<file path="src/core/kbf_pkg.sv">
// Shared constants and types for the keyboard mailbox flags and fast gate block
package kbf_pkg;
  // Host I/O map
  localparam logic [15:0] ADDR_DATA      = 16'h0060;
  localparam logic [15:0] ADDR_CMD       = 16'h0064;
  localparam logic [15:0] ADDR_FASTGATE  = 16'h0092;
  localparam int          SA_CMD_BIT     = 2;
  // Status register layout
  localparam int          ST_OUT_FULL    = 0;
  localparam int          ST_IN_FULL     = 1;
  localparam int          ST_CMD_DATA    = 3;
  localparam logic [7:0]  ST_USER_MASK   = 8'hf4;
  localparam logic [7:0]  ST_RESET       = 8'h00;
  // Fast gate port layout
  localparam logic [7:0]  FG_RESET       = 8'h24;
  localparam logic [7:0]  FG_FIXED_MASK  = 8'hfc;
  localparam logic [7:0]  FG_FIXED_VAL   = 8'h24;
  localparam int          FG_A20_BIT     = 1;
  localparam int          FG_RST_BIT     = 0;
  localparam int          CFG_FG_EN_BIT  = 2;
  // Clocking
  localparam int          CLK_PERIOD_NS  = 4;
  localparam int          MCLK_KHZ       = 250000;
  localparam int          REF_CLK_KHZ    = 14318;
  localparam int          CTRL_CLK_KHZ   = 12000;
  localparam int          ACC_W          = 18;
  localparam int          RESET_MIN_CLKS = 24;
  // Alternate reset pulse; the longer figures also cover 500 ns / 1 us
  localparam int          ALT_DELAY_NS   = 14000;
  localparam int          ALT_LOW_NS     = 6000;
  localparam int          ALT_DELAY_CYC  = (ALT_DELAY_NS + CLK_PERIOD_NS - 1) / CLK_PERIOD_NS;
  localparam int          ALT_LOW_CYC    = (ALT_LOW_NS + CLK_PERIOD_NS - 1) / CLK_PERIOD_NS;
  localparam int          PULSE_CNT_W    = 12;

  typedef enum logic [1:0] {PS_IDLE, PS_WAIT, PS_LOW} kbf_pulse_state_t;
endpackage

</file>
<file path="src/core/kbf_pulse.sv">
// Delayed low pulse generator for the alternate CPU reset
`timescale 1ns/100ps
module kbf_pulse #(
  parameter int DELAY_CYC = kbf_pkg::ALT_DELAY_CYC,
  parameter int LOW_CYC   = kbf_pkg::ALT_LOW_CYC
) (
  input  wire logic clk,
  input  wire logic rst_n,
  input  wire logic trigger,
  output logic      pulse_n
);
  kbf_pkg::kbf_pulse_state_t state;
  kbf_pkg::kbf_pulse_state_t next_state;
  logic [kbf_pkg::PULSE_CNT_W-1:0] cnt;
  logic [kbf_pkg::PULSE_CNT_W-1:0] next_cnt;
  wire logic cnt_zero = (cnt == '0);

  always_comb begin
    next_state = state;
    next_cnt   = cnt;
    case (state)
      kbf_pkg::PS_IDLE: begin
        // Triggers while a pulse runs are ignored: one pulse per rise seen in idle
        if (trigger) begin
          next_state = kbf_pkg::PS_WAIT;
          next_cnt   = kbf_pkg::PULSE_CNT_W'(DELAY_CYC - 1);
        end
      end
      kbf_pkg::PS_WAIT: begin
        if (cnt_zero) begin
          next_state = kbf_pkg::PS_LOW;
          next_cnt   = kbf_pkg::PULSE_CNT_W'(LOW_CYC - 1);
        end else begin
          next_cnt = cnt - 1'b1;
        end
      end
      kbf_pkg::PS_LOW: begin
        if (cnt_zero) begin
          next_state = kbf_pkg::PS_IDLE;
        end else begin
          next_cnt = cnt - 1'b1;
        end
      end
      default: begin
        next_state = kbf_pkg::PS_IDLE;
        next_cnt   = '0;
      end
    endcase
  end

  always_ff @(posedge clk or negedge rst_n) begin
    if (!rst_n) begin
      state   <= kbf_pkg::PS_IDLE;
      cnt     <= '0;
      pulse_n <= 1'b1;
    end else begin
      state   <= next_state;
      cnt     <= next_cnt;
      pulse_n <= (next_state != kbf_pkg::PS_LOW);
    end
  end
endmodule // kbf_pulse

</file>
<file path="src/core/kbf_sync.sv">
// Two-stage synchroniser for pins arriving from outside the clock domain
`timescale 1ns/100ps
module kbf_sync #(
  parameter int         W       = 1,
  parameter logic [W-1:0] RST_VAL = '0
) (
  input  wire logic         clk,
  input  wire logic         rst_n,
  input  wire logic [W-1:0] d,
  output logic      [W-1:0] q
);
  logic [W-1:0] meta;

  // First stage feeds only the second stage
  always_ff @(posedge clk or negedge rst_n) begin
    if (!rst_n) begin
      meta <= RST_VAL;
      q    <= RST_VAL;
    end else begin
      meta <= d;
      q    <= meta;
    end
  end
endmodule // kbf_sync

</file>
<file path="src/core/kbf_top.sv">
// Keyboard mailbox host flags with fast A20 gate and alternate CPU reset
// What this block does
// - Status clears on reset; host reads, CPU writes.
// - User status bits hold CPU-written values.
// - Host write sets command flag from SA2.
// - Host write sets input-full flag and interrupt.
// - CPU data read clears input-full and interrupt.
// - CPU write sets output-full; host read clears.
// - Controller runs at 12 MHz rate.
// - Reset releases lines, clears status, keeps data.
// - Fast gate port decoded only when enabled.
// - Fast gate reserved bits read fixed values.
// - Bit 1 drives alternate A20, low after reset.
// - Bit 0 is read/write, cleared on reset.
// - Bit 0 rise: wait, then pulse reset low.
// - Pulse low 6 us after 14 us delay.
// - One pulse per bit 0 rise seen while idle; rises during a pulse ignored.
// - Alternate reset idles high after reset.
// - Combined reset is AND, polarity selectable.
// - A20 mask low only when both sources low.
// - Status bits: out-full 0, in-full 1, command 3.
`timescale 1ns/100ps
module kbf_top (
  input  wire logic        MCLK,
  input  wire logic        NRST,
  // Host I/O bus pins
  input  wire logic [15:0] SA,
  input  wire logic        AEN,
  input  wire logic        IOR_N,
  input  wire logic        IOW_N,
  input  wire logic [7:0]  SD_IN,
  output logic      [7:0]  SD_OUT,
  output logic             SD_OE,
  // Embedded controller side
  output logic             CTRL_CLK_EN,
  input  wire logic        CPU_RD_DATA,
  input  wire logic        CPU_WR_DATA,
  input  wire logic        CPU_WR_STATUS,
  input  wire logic [7:0]  CPU_DATA_IN,
  output logic      [7:0]  CPU_DATA_OUT,
  output logic      [7:0]  CPU_STATUS,
  input  wire logic        IBF_IRQ_EN,
  output logic             INPUT_FULL_IRQ_N,
  // Keyboard and aux lines: [3] kbd clock, [2] kbd data, [1] aux clock, [0] aux data
  input  wire logic [3:0]  LINE_DRIVE,
  output logic      [3:0]  LINE_OE,
  // Fast gate and reset
  input  wire logic [7:0]  FASTGATE_CFG_REG,
  input  wire logic        CTRL_GATE_PORT_BIT,
  input  wire logic        CTRL_CPU_RESET_N,
  input  wire logic        RESET_POLARITY,
  output logic             ALT_CPU_RESET_N,
  output logic             ALT_ADDR20_GATE,
  output logic             CPU_ADDR20_MASK_N,
  output logic             COMBINED_RESET_OUT
);

  function automatic logic addr_hit(input logic [15:0] a,
                                    input logic        aen,
                                    input logic [15:0] target);
    addr_hit = !aen && (a == target);
  endfunction

  // ------------------------------------------------------------------
  // Controller clock enable
  // ------------------------------------------------------------------
  logic [kbf_pkg::ACC_W-1:0] phase_acc;
  logic                      ce12;

  localparam logic [kbf_pkg::ACC_W-1:0] ACC_STEP =
    kbf_pkg::ACC_W'(kbf_pkg::CTRL_CLK_KHZ);
  localparam logic [kbf_pkg::ACC_W-1:0] ACC_WRAP =
    kbf_pkg::ACC_W'(kbf_pkg::MCLK_KHZ - kbf_pkg::CTRL_CLK_KHZ);

  wire logic acc_wrap = (phase_acc >= ACC_WRAP);
  wire logic [kbf_pkg::ACC_W-1:0] next_phase_acc =
    acc_wrap ? (phase_acc - ACC_WRAP) : (phase_acc + ACC_STEP);

  // 12 MHz enable
  // Fractional accumulator gives the exact average rate with 4 ns jitter
  always_ff @(posedge MCLK or negedge NRST) begin
    if (!NRST) begin
      phase_acc <= '0;
      ce12      <= 1'b0;
    end else begin
      phase_acc <= next_phase_acc;
      ce12      <= acc_wrap;
    end
  end

  // ------------------------------------------------------------------
  // Host pin synchronisation
  // ------------------------------------------------------------------
  logic [15:0] sa_s;
  logic        aen_s;
  logic        ior_n_s;
  logic        iow_n_s;
  logic [7:0]  sd_s;
  logic        ior_n_d;
  logic        iow_n_d;

  // Address and data pass the same two stages as the strobes, so all stay aligned
  // strobes synchronised
  kbf_sync #(
    .W       (27),
    .RST_VAL ({16'h0000, 1'b1, 1'b1, 1'b1, 8'h00})
  ) u_host_sync (
    .clk   (MCLK),
    .rst_n (NRST),
    .d     ({SA, AEN, IOR_N, IOW_N, SD_IN}),
    .q     ({sa_s, aen_s, ior_n_s, iow_n_s, sd_s})
  );

  always_ff @(posedge MCLK or negedge NRST) begin
    if (!NRST) begin
      ior_n_d <= 1'b1;
      iow_n_d <= 1'b1;
    end else begin
      ior_n_d <= ior_n_s;
      iow_n_d <= iow_n_s;
    end
  end

  wire logic wr_start = iow_n_d && !iow_n_s;
  // Read side effects wait for the trailing edge, when the host has the byte
  wire logic rd_end   = !ior_n_d && ior_n_s;
  wire logic rd_act   = !ior_n_s;

  wire logic fg_en = FASTGATE_CFG_REG[kbf_pkg::CFG_FG_EN_BIT];

  wire logic hit_data = addr_hit(sa_s, aen_s, kbf_pkg::ADDR_DATA);
  wire logic hit_cmd  = addr_hit(sa_s, aen_s, kbf_pkg::ADDR_CMD);
  wire logic hit_fg   = fg_en && addr_hit(sa_s, aen_s, kbf_pkg::ADDR_FASTGATE);

  wire logic host_wr_mbox = wr_start && (hit_data || hit_cmd);
  wire logic host_wr_fg   = wr_start && hit_fg;
  wire logic host_rd_out  = rd_end && hit_data;

  // Controller accesses count only on the controller clock enable
  wire logic cpu_rd  = CPU_RD_DATA && ce12;
  wire logic cpu_wr  = CPU_WR_DATA && ce12;
  wire logic cpu_wst = CPU_WR_STATUS && ce12;

  // ------------------------------------------------------------------
  // Mailbox data and status
  // ------------------------------------------------------------------
  logic [7:0] in_data;
  logic [7:0] out_data;
  logic       out_full;
  logic       in_full;
  logic       cmd_flag;
  logic [7:0] user_bits;

  // data registers not reset
  // Contents are undefined until the first write after power-up
  always_ff @(posedge MCLK) begin
    if (host_wr_mbox) begin
      in_data <= sd_s;
    end
    if (cpu_wr) begin
      out_data <= CPU_DATA_IN;
    end
  end

  wire logic next_in_full  = host_wr_mbox || (in_full && !cpu_rd);
  wire logic next_out_full = cpu_wr || (out_full && !host_rd_out);

  always_ff @(posedge MCLK or negedge NRST) begin
    if (!NRST) begin
      in_full  <= kbf_pkg::ST_RESET[kbf_pkg::ST_IN_FULL];
      out_full <= kbf_pkg::ST_RESET[kbf_pkg::ST_OUT_FULL];
    end else begin
      in_full  <= next_in_full;
      out_full <= next_out_full;
    end
  end

  always_ff @(posedge MCLK or negedge NRST) begin
    if (!NRST) begin
      cmd_flag <= kbf_pkg::ST_RESET[kbf_pkg::ST_CMD_DATA];
    end else if (host_wr_mbox) begin
      cmd_flag <= sa_s[kbf_pkg::SA_CMD_BIT];
    end
  end

  always_ff @(posedge MCLK or negedge NRST) begin
    if (!NRST) begin
      user_bits <= kbf_pkg::ST_RESET & kbf_pkg::ST_USER_MASK;
    end else if (cpu_wst) begin
      user_bits <= CPU_DATA_IN & kbf_pkg::ST_USER_MASK;
    end
  end

  logic [7:0] status_word;
  always_comb begin
    status_word = user_bits;
    status_word[kbf_pkg::ST_OUT_FULL] = out_full;
    status_word[kbf_pkg::ST_IN_FULL]  = in_full;
    status_word[kbf_pkg::ST_CMD_DATA] = cmd_flag;
  end

  // ------------------------------------------------------------------
  // Fast gate port
  // ------------------------------------------------------------------
  logic a20_bit;
  logic rst_bit;
  logic rst_bit_d;

  always_ff @(posedge MCLK or negedge NRST) begin
    if (!NRST) begin
      a20_bit <= kbf_pkg::FG_RESET[kbf_pkg::FG_A20_BIT];
      rst_bit <= kbf_pkg::FG_RESET[kbf_pkg::FG_RST_BIT];
    end else if (host_wr_fg) begin
      a20_bit <= sd_s[kbf_pkg::FG_A20_BIT];
      rst_bit <= sd_s[kbf_pkg::FG_RST_BIT];
    end
  end

  // Previous bit 0, for the rising-edge trigger
  always_ff @(posedge MCLK or negedge NRST) begin
    if (!NRST) begin
      rst_bit_d <= kbf_pkg::FG_RESET[kbf_pkg::FG_RST_BIT];
    end else begin
      rst_bit_d <= rst_bit;
    end
  end

  logic [7:0] fg_word;
  always_comb begin
    fg_word = kbf_pkg::FG_FIXED_VAL & kbf_pkg::FG_FIXED_MASK;
    fg_word[kbf_pkg::FG_A20_BIT] = a20_bit;
    fg_word[kbf_pkg::FG_RST_BIT] = rst_bit;
  end

  // trigger only on rising bit 0
  wire logic alt_trig = rst_bit && !rst_bit_d;
  logic      alt_pulse_n;

  // 14 us delay, 6 us low
  // The long figures are used since they also meet the short minimums
  kbf_pulse #(
    .DELAY_CYC (kbf_pkg::ALT_DELAY_CYC),
    .LOW_CYC   (kbf_pkg::ALT_LOW_CYC)
  ) u_alt_pulse (
    .clk     (MCLK),
    .rst_n   (NRST),
    .trigger (alt_trig),
    .pulse_n (alt_pulse_n)
  );

  // AND with controller reset
  // With the port disabled its pulse must not reach the combined pin
  wire logic rst_and = fg_en ? (alt_pulse_n && CTRL_CPU_RESET_N) : CTRL_CPU_RESET_N;
  wire logic next_combined = RESET_POLARITY ? !rst_and : rst_and;

  // mask high if either source high
  wire logic next_mask_n = CTRL_GATE_PORT_BIT || a20_bit;

  // ------------------------------------------------------------------
  // Host read data
  // ------------------------------------------------------------------
  wire logic       rd_hit  = rd_act && (hit_data || hit_cmd || hit_fg);
  wire logic [7:0] rd_word = hit_data ? out_data :
                             hit_cmd  ? status_word : fg_word;

  // ------------------------------------------------------------------
  // Output registers, grouped by the side that reads them
  // ------------------------------------------------------------------
  // Host data bus
  always_ff @(posedge MCLK or negedge NRST) begin
    if (!NRST) begin
      SD_OUT <= 8'h00;
      SD_OE  <= 1'b0;
    end else begin
      SD_OUT <= rd_word;
      SD_OE  <= rd_hit;
    end
  end

  // Exported enable is high in the very cycle that ce12 gates controller strobes
  always_ff @(posedge MCLK or negedge NRST) begin
    if (!NRST) begin
      CTRL_CLK_EN      <= 1'b0;
      CPU_DATA_OUT     <= 8'h00;
      CPU_STATUS       <= kbf_pkg::ST_RESET;
      INPUT_FULL_IRQ_N <= 1'b1;
    end else begin
      CTRL_CLK_EN      <= acc_wrap;
      CPU_DATA_OUT     <= in_data;
      CPU_STATUS       <= status_word;
      INPUT_FULL_IRQ_N <= !(next_in_full && IBF_IRQ_EN);
    end
  end

  always_ff @(posedge MCLK or negedge NRST) begin
    if (!NRST) begin
      LINE_OE <= 4'h0;
    end else begin
      LINE_OE <= LINE_DRIVE;
    end
  end

  // Fast gate outputs
  always_ff @(posedge MCLK or negedge NRST) begin
    if (!NRST) begin
      ALT_CPU_RESET_N <= 1'b1;
      ALT_ADDR20_GATE <= 1'b0;
    end else begin
      ALT_CPU_RESET_N <= alt_pulse_n;
      ALT_ADDR20_GATE <= a20_bit;
    end
  end

  // Mask and reset pins toward the host processor
  always_ff @(posedge MCLK or negedge NRST) begin
    if (!NRST) begin
      CPU_ADDR20_MASK_N  <= 1'b0;
      COMBINED_RESET_OUT <= 1'b1;
    end else begin
      CPU_ADDR20_MASK_N  <= next_mask_n;
      COMBINED_RESET_OUT <= next_combined;
    end
  end

endmodule // kbf_top
</file>
<file path="config.mk">
export PLATFORM = sky130hd
export DESIGN_NAME = kbf_top
export DESIGN_NICKNAME = d
export VERILOG_FILES = /design/src/core/kbf_pkg.sv /design/src/core/kbf_pulse.sv /design/src/core/kbf_sync.sv /design/src/core/kbf_top.sv
export SDC_FILE = /design/constraint.sdc
export NUM_CORES = 1
export LEC_CHECK = 0
export BUFFER_PORTS_ARGS = -buffer_cell sky130_fd_sc_hd__buf_2
export CORE_AREA = 2 2 126 128
export CTS_CLUSTER_SIZE = 10
export DETAILED_ROUTE_END_ITERATION = 7
export DIE_AREA = 0 0 128 130
export PLACE_DENSITY = 0.62
export SLEW_MARGIN = 15
export SYNTH_ARGS = -nofsm -noshare
export SYNTH_HDL_FRONTEND = slang
export SYNTH_SLANG_ARGS = --single-unit
</file>
<file path="constraint.sdc">
create_clock -name MCLK -period 2 [get_ports MCLK]
set_input_delay 0.1 -clock MCLK [delete_from_list [all_inputs] [get_ports MCLK]]
set_output_delay 0.1 -clock MCLK [all_outputs]
set_load 0.01 [all_outputs]
</file>
# Word level (Yosys, flattened, before mapping)
# Index checks and enable logic that the tools add are counted.
[op_classes]
n_lt_le_gt_ge = 1
n_reduce_logical = 35
eq_ne = 8
mux = 13
addsub = 3
[op_table]
columns = ["operator", "n"]
rows = [
  ["$mux 12", 3],
  ["$pmux 12 s3", 1],
  ["$eq 16x7->1 const B", 2],
  ["$add 18x14->18 const B", 1],
  ["$ge 18x18->1 const B", 1],
  ["$logic_and 1x1->1", 18],
  ["$mux 18", 1],
  ["$sub 18x18->18 const B", 1],
  ["$eq 16x8->1 const B", 1],
  ["$mux 8", 2],
  ["$logic_not 12->1", 1],
  ["$sub 12x1->12 const B", 1],
  ["$logic_not 1->1", 9],
  ["$mux 2", 3],
  ["$ne 2x2->1 const B", 3],
  ["$pmux 2 s3", 1],
  ["$logic_or 1x1->1", 5],
  ["$eq 2x1->1 const B", 1],
  ["$eq 2x2->1 const B", 1],
  ["$logic_not 2->1", 1],
  ["$mux 1", 2],
  ["$reduce_and 2->1", 1],
]
[word_totals]
regBits = 151
output_inout_bits = 35
inputBits = 56

# Longest topological paths before layout
# Gate-level depths: netlist of the first run.
[depth]
ltp_word = 7
depth_mapped = 8
ltp_nobuf = 7

# Cells and area by module
# From an unflattened synthesis of the first run, not the netlist that was laid out.
[hier_totals]
cells_unflattened = 380
hier_area_um2 = 5312.6
[modules_own_cells]
columns = ["module", "area_per_inst_um2", "cells_per_inst", "seq_area_each_um2", "instances"]
rows = [
  ["kbf_top", 2877.8, 204, 2038.2, 1],
  ["kbf_sync", 1358.8, 54, 1358.8, 1],
  ["kbf_pulse", 1076.0, 122, 376.6, 1],
]

# Worst setup path after synthesis of the first run
# OpenSTA, ideal clock, no wires.
[synth_path]
path_type = "register to register"
startpoint = "register u_host_sync.q[11]"
endpoint = "register cmd_flag"
path_stages_with_launch = 6
period_less_slack_ps = 2084
t_arrival_ps = 1959
required_time_ps = 1875
setup_slack_ps = -84
path_buffers = 0
cell_sequence = "dfrtp_1 > nor4_1 > nand3_1 > or3_4 > nor2_1 > mux2_2"
[synth_via]
elab_chain_len = 4
word_cells_on_any_way = 6
[synth_lines]
columns = ["element", "line", "source"]
rows = [
  ["from (decl)", "kbf_sync.sv:10", "output logic [W-1:0] q"],
  ["from (signal assigned)", "kbf_sync.sv:21", "q <= meta;"],
  ["$eq 16x7->1", "kbf_top.sv:61", "addr_hit = !aen && (a == target);"],
  ["$logic_and 1x1->1", "kbf_top.sv:61", ""],
  ["$logic_or 1x1->1 (*)", "kbf_top.sv:135", "wire logic host_wr_mbox = wr_start && (hit_data || hit_cmd);"],
  ["$logic_and 1x1->1 (*)", "kbf_top.sv:135", ""],
  ["net host_wr_mbox", "kbf_top.sv:135", ""],
  ["to (signal assigned)", "kbf_top.sv:180", "cmd_flag <= kbf_pkg::ST_RESET[kbf_pkg::ST_CMD_DATA];"],
  ["to (signal assigned)", "kbf_top.sv:182", "cmd_flag <= sa_s[kbf_pkg::SA_CMD_BIT];"],
  ["to (decl)", "kbf_top.sv:151", "logic cmd_flag;"],
]
# Mark *: on every way through the listed nets, which the timed path passes. The rest lies on a longest branch.
# A chain may end at the register's enable or synchronous reset.

# Worst setup path after layout of the first run
[layout_path]
startpoint = "register u_host_sync.q[11]"
endpoint = "register out_full"
[layout_via]
elab_chain_len = 6
[layout_lines]
columns = ["element", "line", "source"]
rows = [
  ["$eq 16x7->1", "kbf_top.sv:61", ""],
  ["$logic_and 1x1->1", "kbf_top.sv:61", ""],
  ["$logic_and 1x1->1", "kbf_top.sv:137", "wire logic host_rd_out = rd_end && hit_data;"],
  ["$logic_not 1->1", "kbf_top.sv:166", "wire logic next_out_full = cpu_wr || (out_full && !host_rd_out);"],
  ["$logic_and 1x1->1", "kbf_top.sv:166", ""],
  ["$logic_or 1x1->1", "kbf_top.sv:166", ""],
  ["net next_out_full", "kbf_top.sv:166", ""],
  ["to (signal assigned)", "kbf_top.sv:171", "out_full <= kbf_pkg::ST_RESET[kbf_pkg::ST_OUT_FULL];"],
  ["to (signal assigned)", "kbf_top.sv:174", "out_full <= next_out_full;"],
  ["to (decl)", "kbf_top.sv:149", "logic out_full;"],
]
# The timed path passes the listed nets, and every way through them passes these cells.

==> impl_metrics.yaml, run 1 <==
clock_tree:
  cts_setup_buffers: 0
  cts.sinks: 147
  clkTransAtPathRegs_ns: 0.06
  root_buffer: "clkbuf_16"
  clock_latency_ns: 0.42
  tritoncts: "yes"
  cts_buffer_depth: 2
  numCtsBuffers: 17
  htreeDepth: 4
synthesis:
  yosys.area.top_type: "dfrtp_1"
  ys.flop_type: "dfrtp_1"
  synth_edf_count: 16
  synth_warnings: 0
  yosysTopAreaCellShare_pct: 56.2
  synth_most_common_cell: "dfrtp_1"
  synthArstFlopShare_pct: 89.1
  syn_inst: 382
  yosys-top-cells-count: "119 x dfrtp_1, 28 x nor2_1, 24 x o21ai_0, 16 x edfxtp_1, 16 x nand2_1"
  syn_nets: 443
  netlist_area_mm2: 0.00530
  seq_area_frac_synth_pct: 71.3
  synthTopCellsByArea: "dfrtp_1 56%, edfxtp_1 9.1%, dfstp_2 6.0%"
  synth-seq-cells: 147
  syn_avg_cell_area_um2: 13.9
  synth.distinct_cells: 59
die:
  design.portCount: 91
  dieArea_mm2: 0.0166
  core-area_mm2: 0.0154
  start_util_pct: 34.3
  die_h_um: 130
  fp.dieW_um: 128
  core.rowCount: 46
worst_hold_path:
  hold_depth: 3
  hp-class: "in2reg"
  timing.hold.worst_endpoint: "INPUT_FULL_IRQ_N"
  hp-start: "CPU_RD_DATA"
layout:
  layout-drive-gt1-share_pct: 30.7
  area_delta_synth_final_pct: 34.5
  num_antenna_cells: 0
  nFillCells: 1394
  final_cells: 743
  final_nets: 599
placed_design:
  place_inst: 667
  dp_slack_ns: -0.0311
  gp_congestion: 0.868
  io_buffers: 83
  hpwl_mm: 7.32
sta:
  max-slew-margin-rel_pct: 63.6
  report.final.hold_viol_count: 0
  timing.final.crit_period_ns: 1.96
  setup_viol: 0
  whs_ns: 0.0572
  finClkSkew_ns: 0.00974
  worst_pin_slew_ns: 0.545
  rsz0062_at_grt: "yes"
  setup_slack_ns: 0.0416
  drv_slew: 0
  fin_crit_sh_pct: 97.9
  max_freq_ghz: 0.511
critical_path:
  rr_worst_depth: 5
  reg2reg_to: "out_full"
  r2r_slack_ns: 0.04
  r2r_start: "u_host_sync.q[11]"
  crit_start: "u_host_sync.q[11]"
  arrival_ns: 2.27
  critical-path-max-stage-delay_ns: 0.50
  required_ns: 2.31
  path_cells: "nor4_1, nand3_1, or3_4, or4b_1, a21o_1"
  cp_slowest_cell: "or4b_1"
  critPathLaunchType: "register"
  crit_fanout: 3
  cp-end-kind: "register"
  crit_type: "reg2reg"
grt:
  globalRouteOverflowTotal: 0
  grt_pass1_vias: 3687
  grt_max_degree: 87
  antenna_found_initial: 0
  grt_pass1_wl_mm: 17.7
  grt_usage_pct: 14.0
detailed_routing:
  drt-initial-drc-count: 201
  drcViolationCount: 0
  avgRoutedWirePerCell_um: 14.4
  antenna_left: 0
  first_pass_iters: 4
  vias: 3458
  wirelength_mm: 10.7
  vias_per_cell: 4.65
power:
  ir_worst_vdd_uv: 615
  power.leakage_nw: 3.22
  power_density_mw_per_mm2: 900
run:
  cap_violations: 0
run_status:
  status: "completed"
-- flip-flops by register name, indices dropped and copies added, names as in the netlist, 2 cells and up --
register and cells:
CPU_STATUS 8, u_host_sync.q 27, out_data 8, CPU_DATA_OUT 8
SD_OUT 8, in_data 8, user_bits 5, u_alt_pulse.cnt 12
u_host_sync.meta 27, LINE_OE 4, u_alt_pulse.state 2, phase_acc 14
-- final cells by class --
type	count	area, um^2	area share [%]
Inverter	10	37.5	0.527
Timing Repair Buffer	148	1030	14.5
Sequential cell	147	3770	53.0
Clock inverter	12	109	1.53
Multi-Input combinational cell	214	1460	20.5
Clock buffer	20	468	6.57
Tap cell	192	240	3.37
-- how the worst max path moves through the flow --
stage                    end  slack (ns)  depth (start not counted)
floorplan           cmd_flag        0.08                          5
global placement    out_full       -0.04                          5
detailed placement  out_full       -0.03                          5
CTS                  a20_bit       0.009                          5
global route         rst_bit       -0.06                          5
finish              out_full        0.04                          5
-- metrics by stage --
stage	setup TNS [ns]	total power, mW	cell area, um^2	util (%)
2_1_floorplan	0	3.23	5300	-
3_3_place_gp	-0.0353	3.37	6090	39.5
3_5_place_dp	-0.0435	3.38	6090	39.5
4_1_cts	0	6.51	7110	46.1
5_1_grt	-0.168	6.69	7120	46.2
6_report	0	6.41	7120	46.2
-- timing repair --
item                                    CTS  global route
pin swaps                                 3             0
endpoints found under the hold margin   166             0
gates resized for setup                   1             3
endpoints found under the setup margin    3             5
hold buffers                             44             0
-- cells in the final DEF, fill, tap and decap left out, types with 14 or more instances in the layout --
cell           count
buf_4             20
dlygate4sd3_1     44
o21ai_0           24
buf_2             82
edfxtp_1          16
nand2_1           15
nor2_1            26
nor3_1            15
a21oi_1           14
dfrtp_1          119
clkbuf_16         18
-- worst max-delay path, delay by kind of cell, from the launching register on --
kind | cells | cell delay [ns]
and+or+nand+nor | 4 | 1.29
DFF | 1 | 0.36
AOI/OAI and AO/OA | 1 | 0.19
-- cell families (layout without fill, tap and decap cells) --
kind of cell	Yosys count	count (layout)	synth area share, %
flip-flops	147	147	71.3
AND/OR/NAND/NOR	107	107	11.4
AO/OA/AOI/OAI	70	70	8.65
buffers and inverters	21	190	1.54
multiplexers	19	19	3.78
XOR/XNOR	13	13	2.15
adder cells (fa/ha/maj)	5	5	1.18
-- layer usage --
| metal | part of all wire (%) | track usage [%] | wire length [um] |
|---|---|---|---|
| met2 | 51 | 23.8 | 5480 |
| met1 | 43 | 16.8 | 4610 |
| met5 | 0 | 0 | 0 |
| met4 | 0.87 | 5.04 | 93 |
| met3 | 4.6 | 4.84 | 489 |
-- power by group --
part	switching, mW	internal [mW]	total (mW)	leakage [nW]
registers	0.0316	3.11	3.14	1.72
logic	0.111	0.131	0.241	1.22
clock network	1.29	1.74	3.03	0.282
total	1.43	4.98	6.41	3.22
(Power assumes the default switching activity.)
==> run 2: changes to the inputs <==
--- a/config.mk
+++ b/config.mk
@@ -6,10 +6,10 @@
 export NUM_CORES = 1
 export LEC_CHECK = 0
 export BUFFER_PORTS_ARGS = -buffer_cell sky130_fd_sc_hd__buf_2
-export CORE_AREA = 2 2 126 128
+export CORE_AREA = 2 2 177 92
 export CTS_CLUSTER_SIZE = 10
 export DETAILED_ROUTE_END_ITERATION = 7
-export DIE_AREA = 0 0 128 130
+export DIE_AREA = 0 0 179 94
 export PLACE_DENSITY = 0.62
 export SLEW_MARGIN = 15
 export SYNTH_ARGS = -nofsm -noshare
==> run 2 against run 1 <==
Total power down 0.40%. Wire length fell by 4.2%. Sequential power hardly changed. Combinational power increased by 2%. Sequential cell count unchanged. Critical path depth stayed put. Clock skew grew 0.0016 ns. Cell count up 2.6%. Utilization is 1.4 points higher. First-iteration DRC count is 16% lower. Hold slack got worse by 0.034 ns. Via count up 0.61%. Largest power group unchanged. Highest routed layer unchanged.
==> impl_metrics.yaml, run 2 (synthesis results as in run 1) <==
critical_path:
  required_ns: 2.30
  cp_num_buf_inv: 0
  crit_fanout: 3
  critPathLaunchType: "register"
  cp-end-kind: "register"
  arrival_ns: 2.24
  rr_worst_depth: 5
  reg2reg_to: "out_full"
  r2r_slack_ns: 0.06
  cpLargestDelayFamily: "simple AND/OR/NAND/NOR gates"
  r2r_start: "u_host_sync.q[19]"
  critical-path-max-stage-delay_ns: 0.47
  cp_slowest_cell: "or4b_1"
  crit_type: "reg2reg"
  path_cells: "nor4_4, nand3_2, or3_4, or4b_1, a21o_1"
worst_hold_path:
  hold_depth: 3
  timing.hold.worst_endpoint: "INPUT_FULL_IRQ_N"
  hp-start: "CPU_RD_DATA"
  hp-class: "in2reg"
grt:
  grt_usage_pct: 13.4
  grt_pass1_vias: 3471
  globalRouteOverflowTotal: 0
  antenna_found_initial: 0
  grt_pass1_wl_mm: 16.8
  grt_max_degree: 55
run_status:
  status: "completed"
die:
  dieArea_mm2: 0.0168
  fp.dieW_um: 179
  design.portCount: 91
  core.rowCount: 32
  core-area_mm2: 0.0152
  start_util_pct: 34.9
  die_h_um: 94
power:
  p_sw_share_pct: 22.6
  p_switching_mw: 1.44
  clkPwrFrac_pct: 46.9
  internal_power_mw: 4.94
  combPwrFrac_pct: 3.9
  p_seq_share_pct: 49.2
  power.total_mw: 6.38
  power.leakage_nw: 3.26
  ir_worst_vdd_uv: 535
  power_density_mw_per_mm2: 885
layout:
  layout_commonest_cell: "dfrtp_1"
  reg.largest.list: "u_host_sync.meta (27), u_host_sync.q (27), phase_acc (14)"
  layout_common_cells: "119 x dfrtp_1, 82 x buf_2, 44 x dlygate4sd3_1"
  area_delta_synth_final_pct: 36.2
  final_nets: 606
  post-route-util_pct: 47.5
  num_antenna_cells: 0
  final_cells: 762
  layout-drive-gt1-share_pct: 31.9
  final_area_mm2: 0.00721
clock_tree:
  htreeDepth: 4
  clkTransAtPathRegs_ns: 0.06
  clock_latency_ns: 0.42
  root_buffer: "clkbuf_16"
  cts.sinks: 147
  tritoncts: "yes"
  numCtsBuffers: 17
  cts_buffer_depth: 2
run:
  cap_violations: 0
sta:
  max_freq_ghz: 0.516
  finalSetupTns_ns: 0
  report.final.hold_viol_count: 0
  drv_slew: 0
  max-slew-margin-rel_pct: 64.0
  fin_crit_sh_pct: 96.8
  timing.final.crit_period_ns: 1.94
  finClkSkew_ns: 0.0113
  setup_viol: 0
  rsz0062_at_grt: "yes"
  worst_pin_slew_ns: 0.541
detailed_routing:
  antenna_left: 0
  vias: 3479
  first_pass_iters: 4
  vias_per_cell: 4.57
  drt-initial-drc-count: 169
  drcViolationCount: 0
  wirelength_mm: 10.2
  avgRoutedWirePerCell_um: 13.4
placed_design:
  hpwl_mm: 6.75
  io_buffers: 83
  placed_cell_area_mm2: 0.00615
  place_inst: 685
  gp_congestion: 0.813
-- run 2: cell type report --
class,count,area (um^2)
Timing Repair Buffer,155,1090
Tap cell,204,255
Multi-Input combinational cell,214,1490
Inverter,10,37.5
Clock inverter,13,114
Fill cell,1298,7960
Clock buffer,19,453
Sequential cell,147,3770
-- run 2: power by group through the flow --
stage / logic [mW] / registers (mW) / clock network (mW)
floorplan: 0.0337 / 3.19 / 0
global placement: 0.176 / 3.19 / 0
detailed placement: 0.180 / 3.19 / 0
CTS: 0.250 / 3.14 / 3.08
global route: 0.275 / 3.15 / 3.22
finish: 0.247 / 3.14 / 2.99
-- run 2: how the worst max path moves through the flow --
stage | from | end | slack [ns] | cells past startpoint
CTS | u_host_sync.q[10] | out_full | -0.03 | 5
global route | u_host_sync.q[19] | out_full | -0.01 | 5
detailed placement | u_host_sync.q[19] | out_full | -0.09 | 5
global placement | u_host_sync.q[19] | out_full | -0.04 | 5
finish | u_host_sync.q[19] | out_full | 0.06 | 5
floorplan | u_host_sync.q[11] | cmd_flag | 0.08 | 5
-- run 2: metal layers --
layer | wire [um] | GRT usage [%] | vias to the layer above
met2 | 5410 | 22.4 | 40
met1 | 4380 | 16.0 | 1738
met3 | 262 | 3.68 | 16
met5 | 0 | 0 | -
li1 | - | - | 1685
met4 | 181 | 6.37 | 0
-- run 2: what timing repair did --
item	4_1_cts	5_1_grt
resized for setup	2	7
pin swaps	5	5
setup buffers	0	1
hold buffers	44	0
endpoints found under the setup margin	12	14
endpoints found under the hold margin	83	0
-- run 2: metrics by stage --
stage / hold WS, ns / worst slack [ns]
3_5_place_dp: 0.129 / -0.0855
4_1_cts: 0.0158 / -0.0297
6_report: 0.0237 / 0.0634
2_1_floorplan: -0.196 / 0.0800
5_1_grt: 0.0667 / -0.0131
3_3_place_gp: 0.120 / -0.0408
-- run 2: worst reg2reg max path, cell delays in order, from the launching register on --
cell and delay [ns]:
dfrtp_1 0.39, nor4_4 0.27, nand3_2 0.15, or3_4 0.37, or4b_1 0.47, a21o_1 0.16
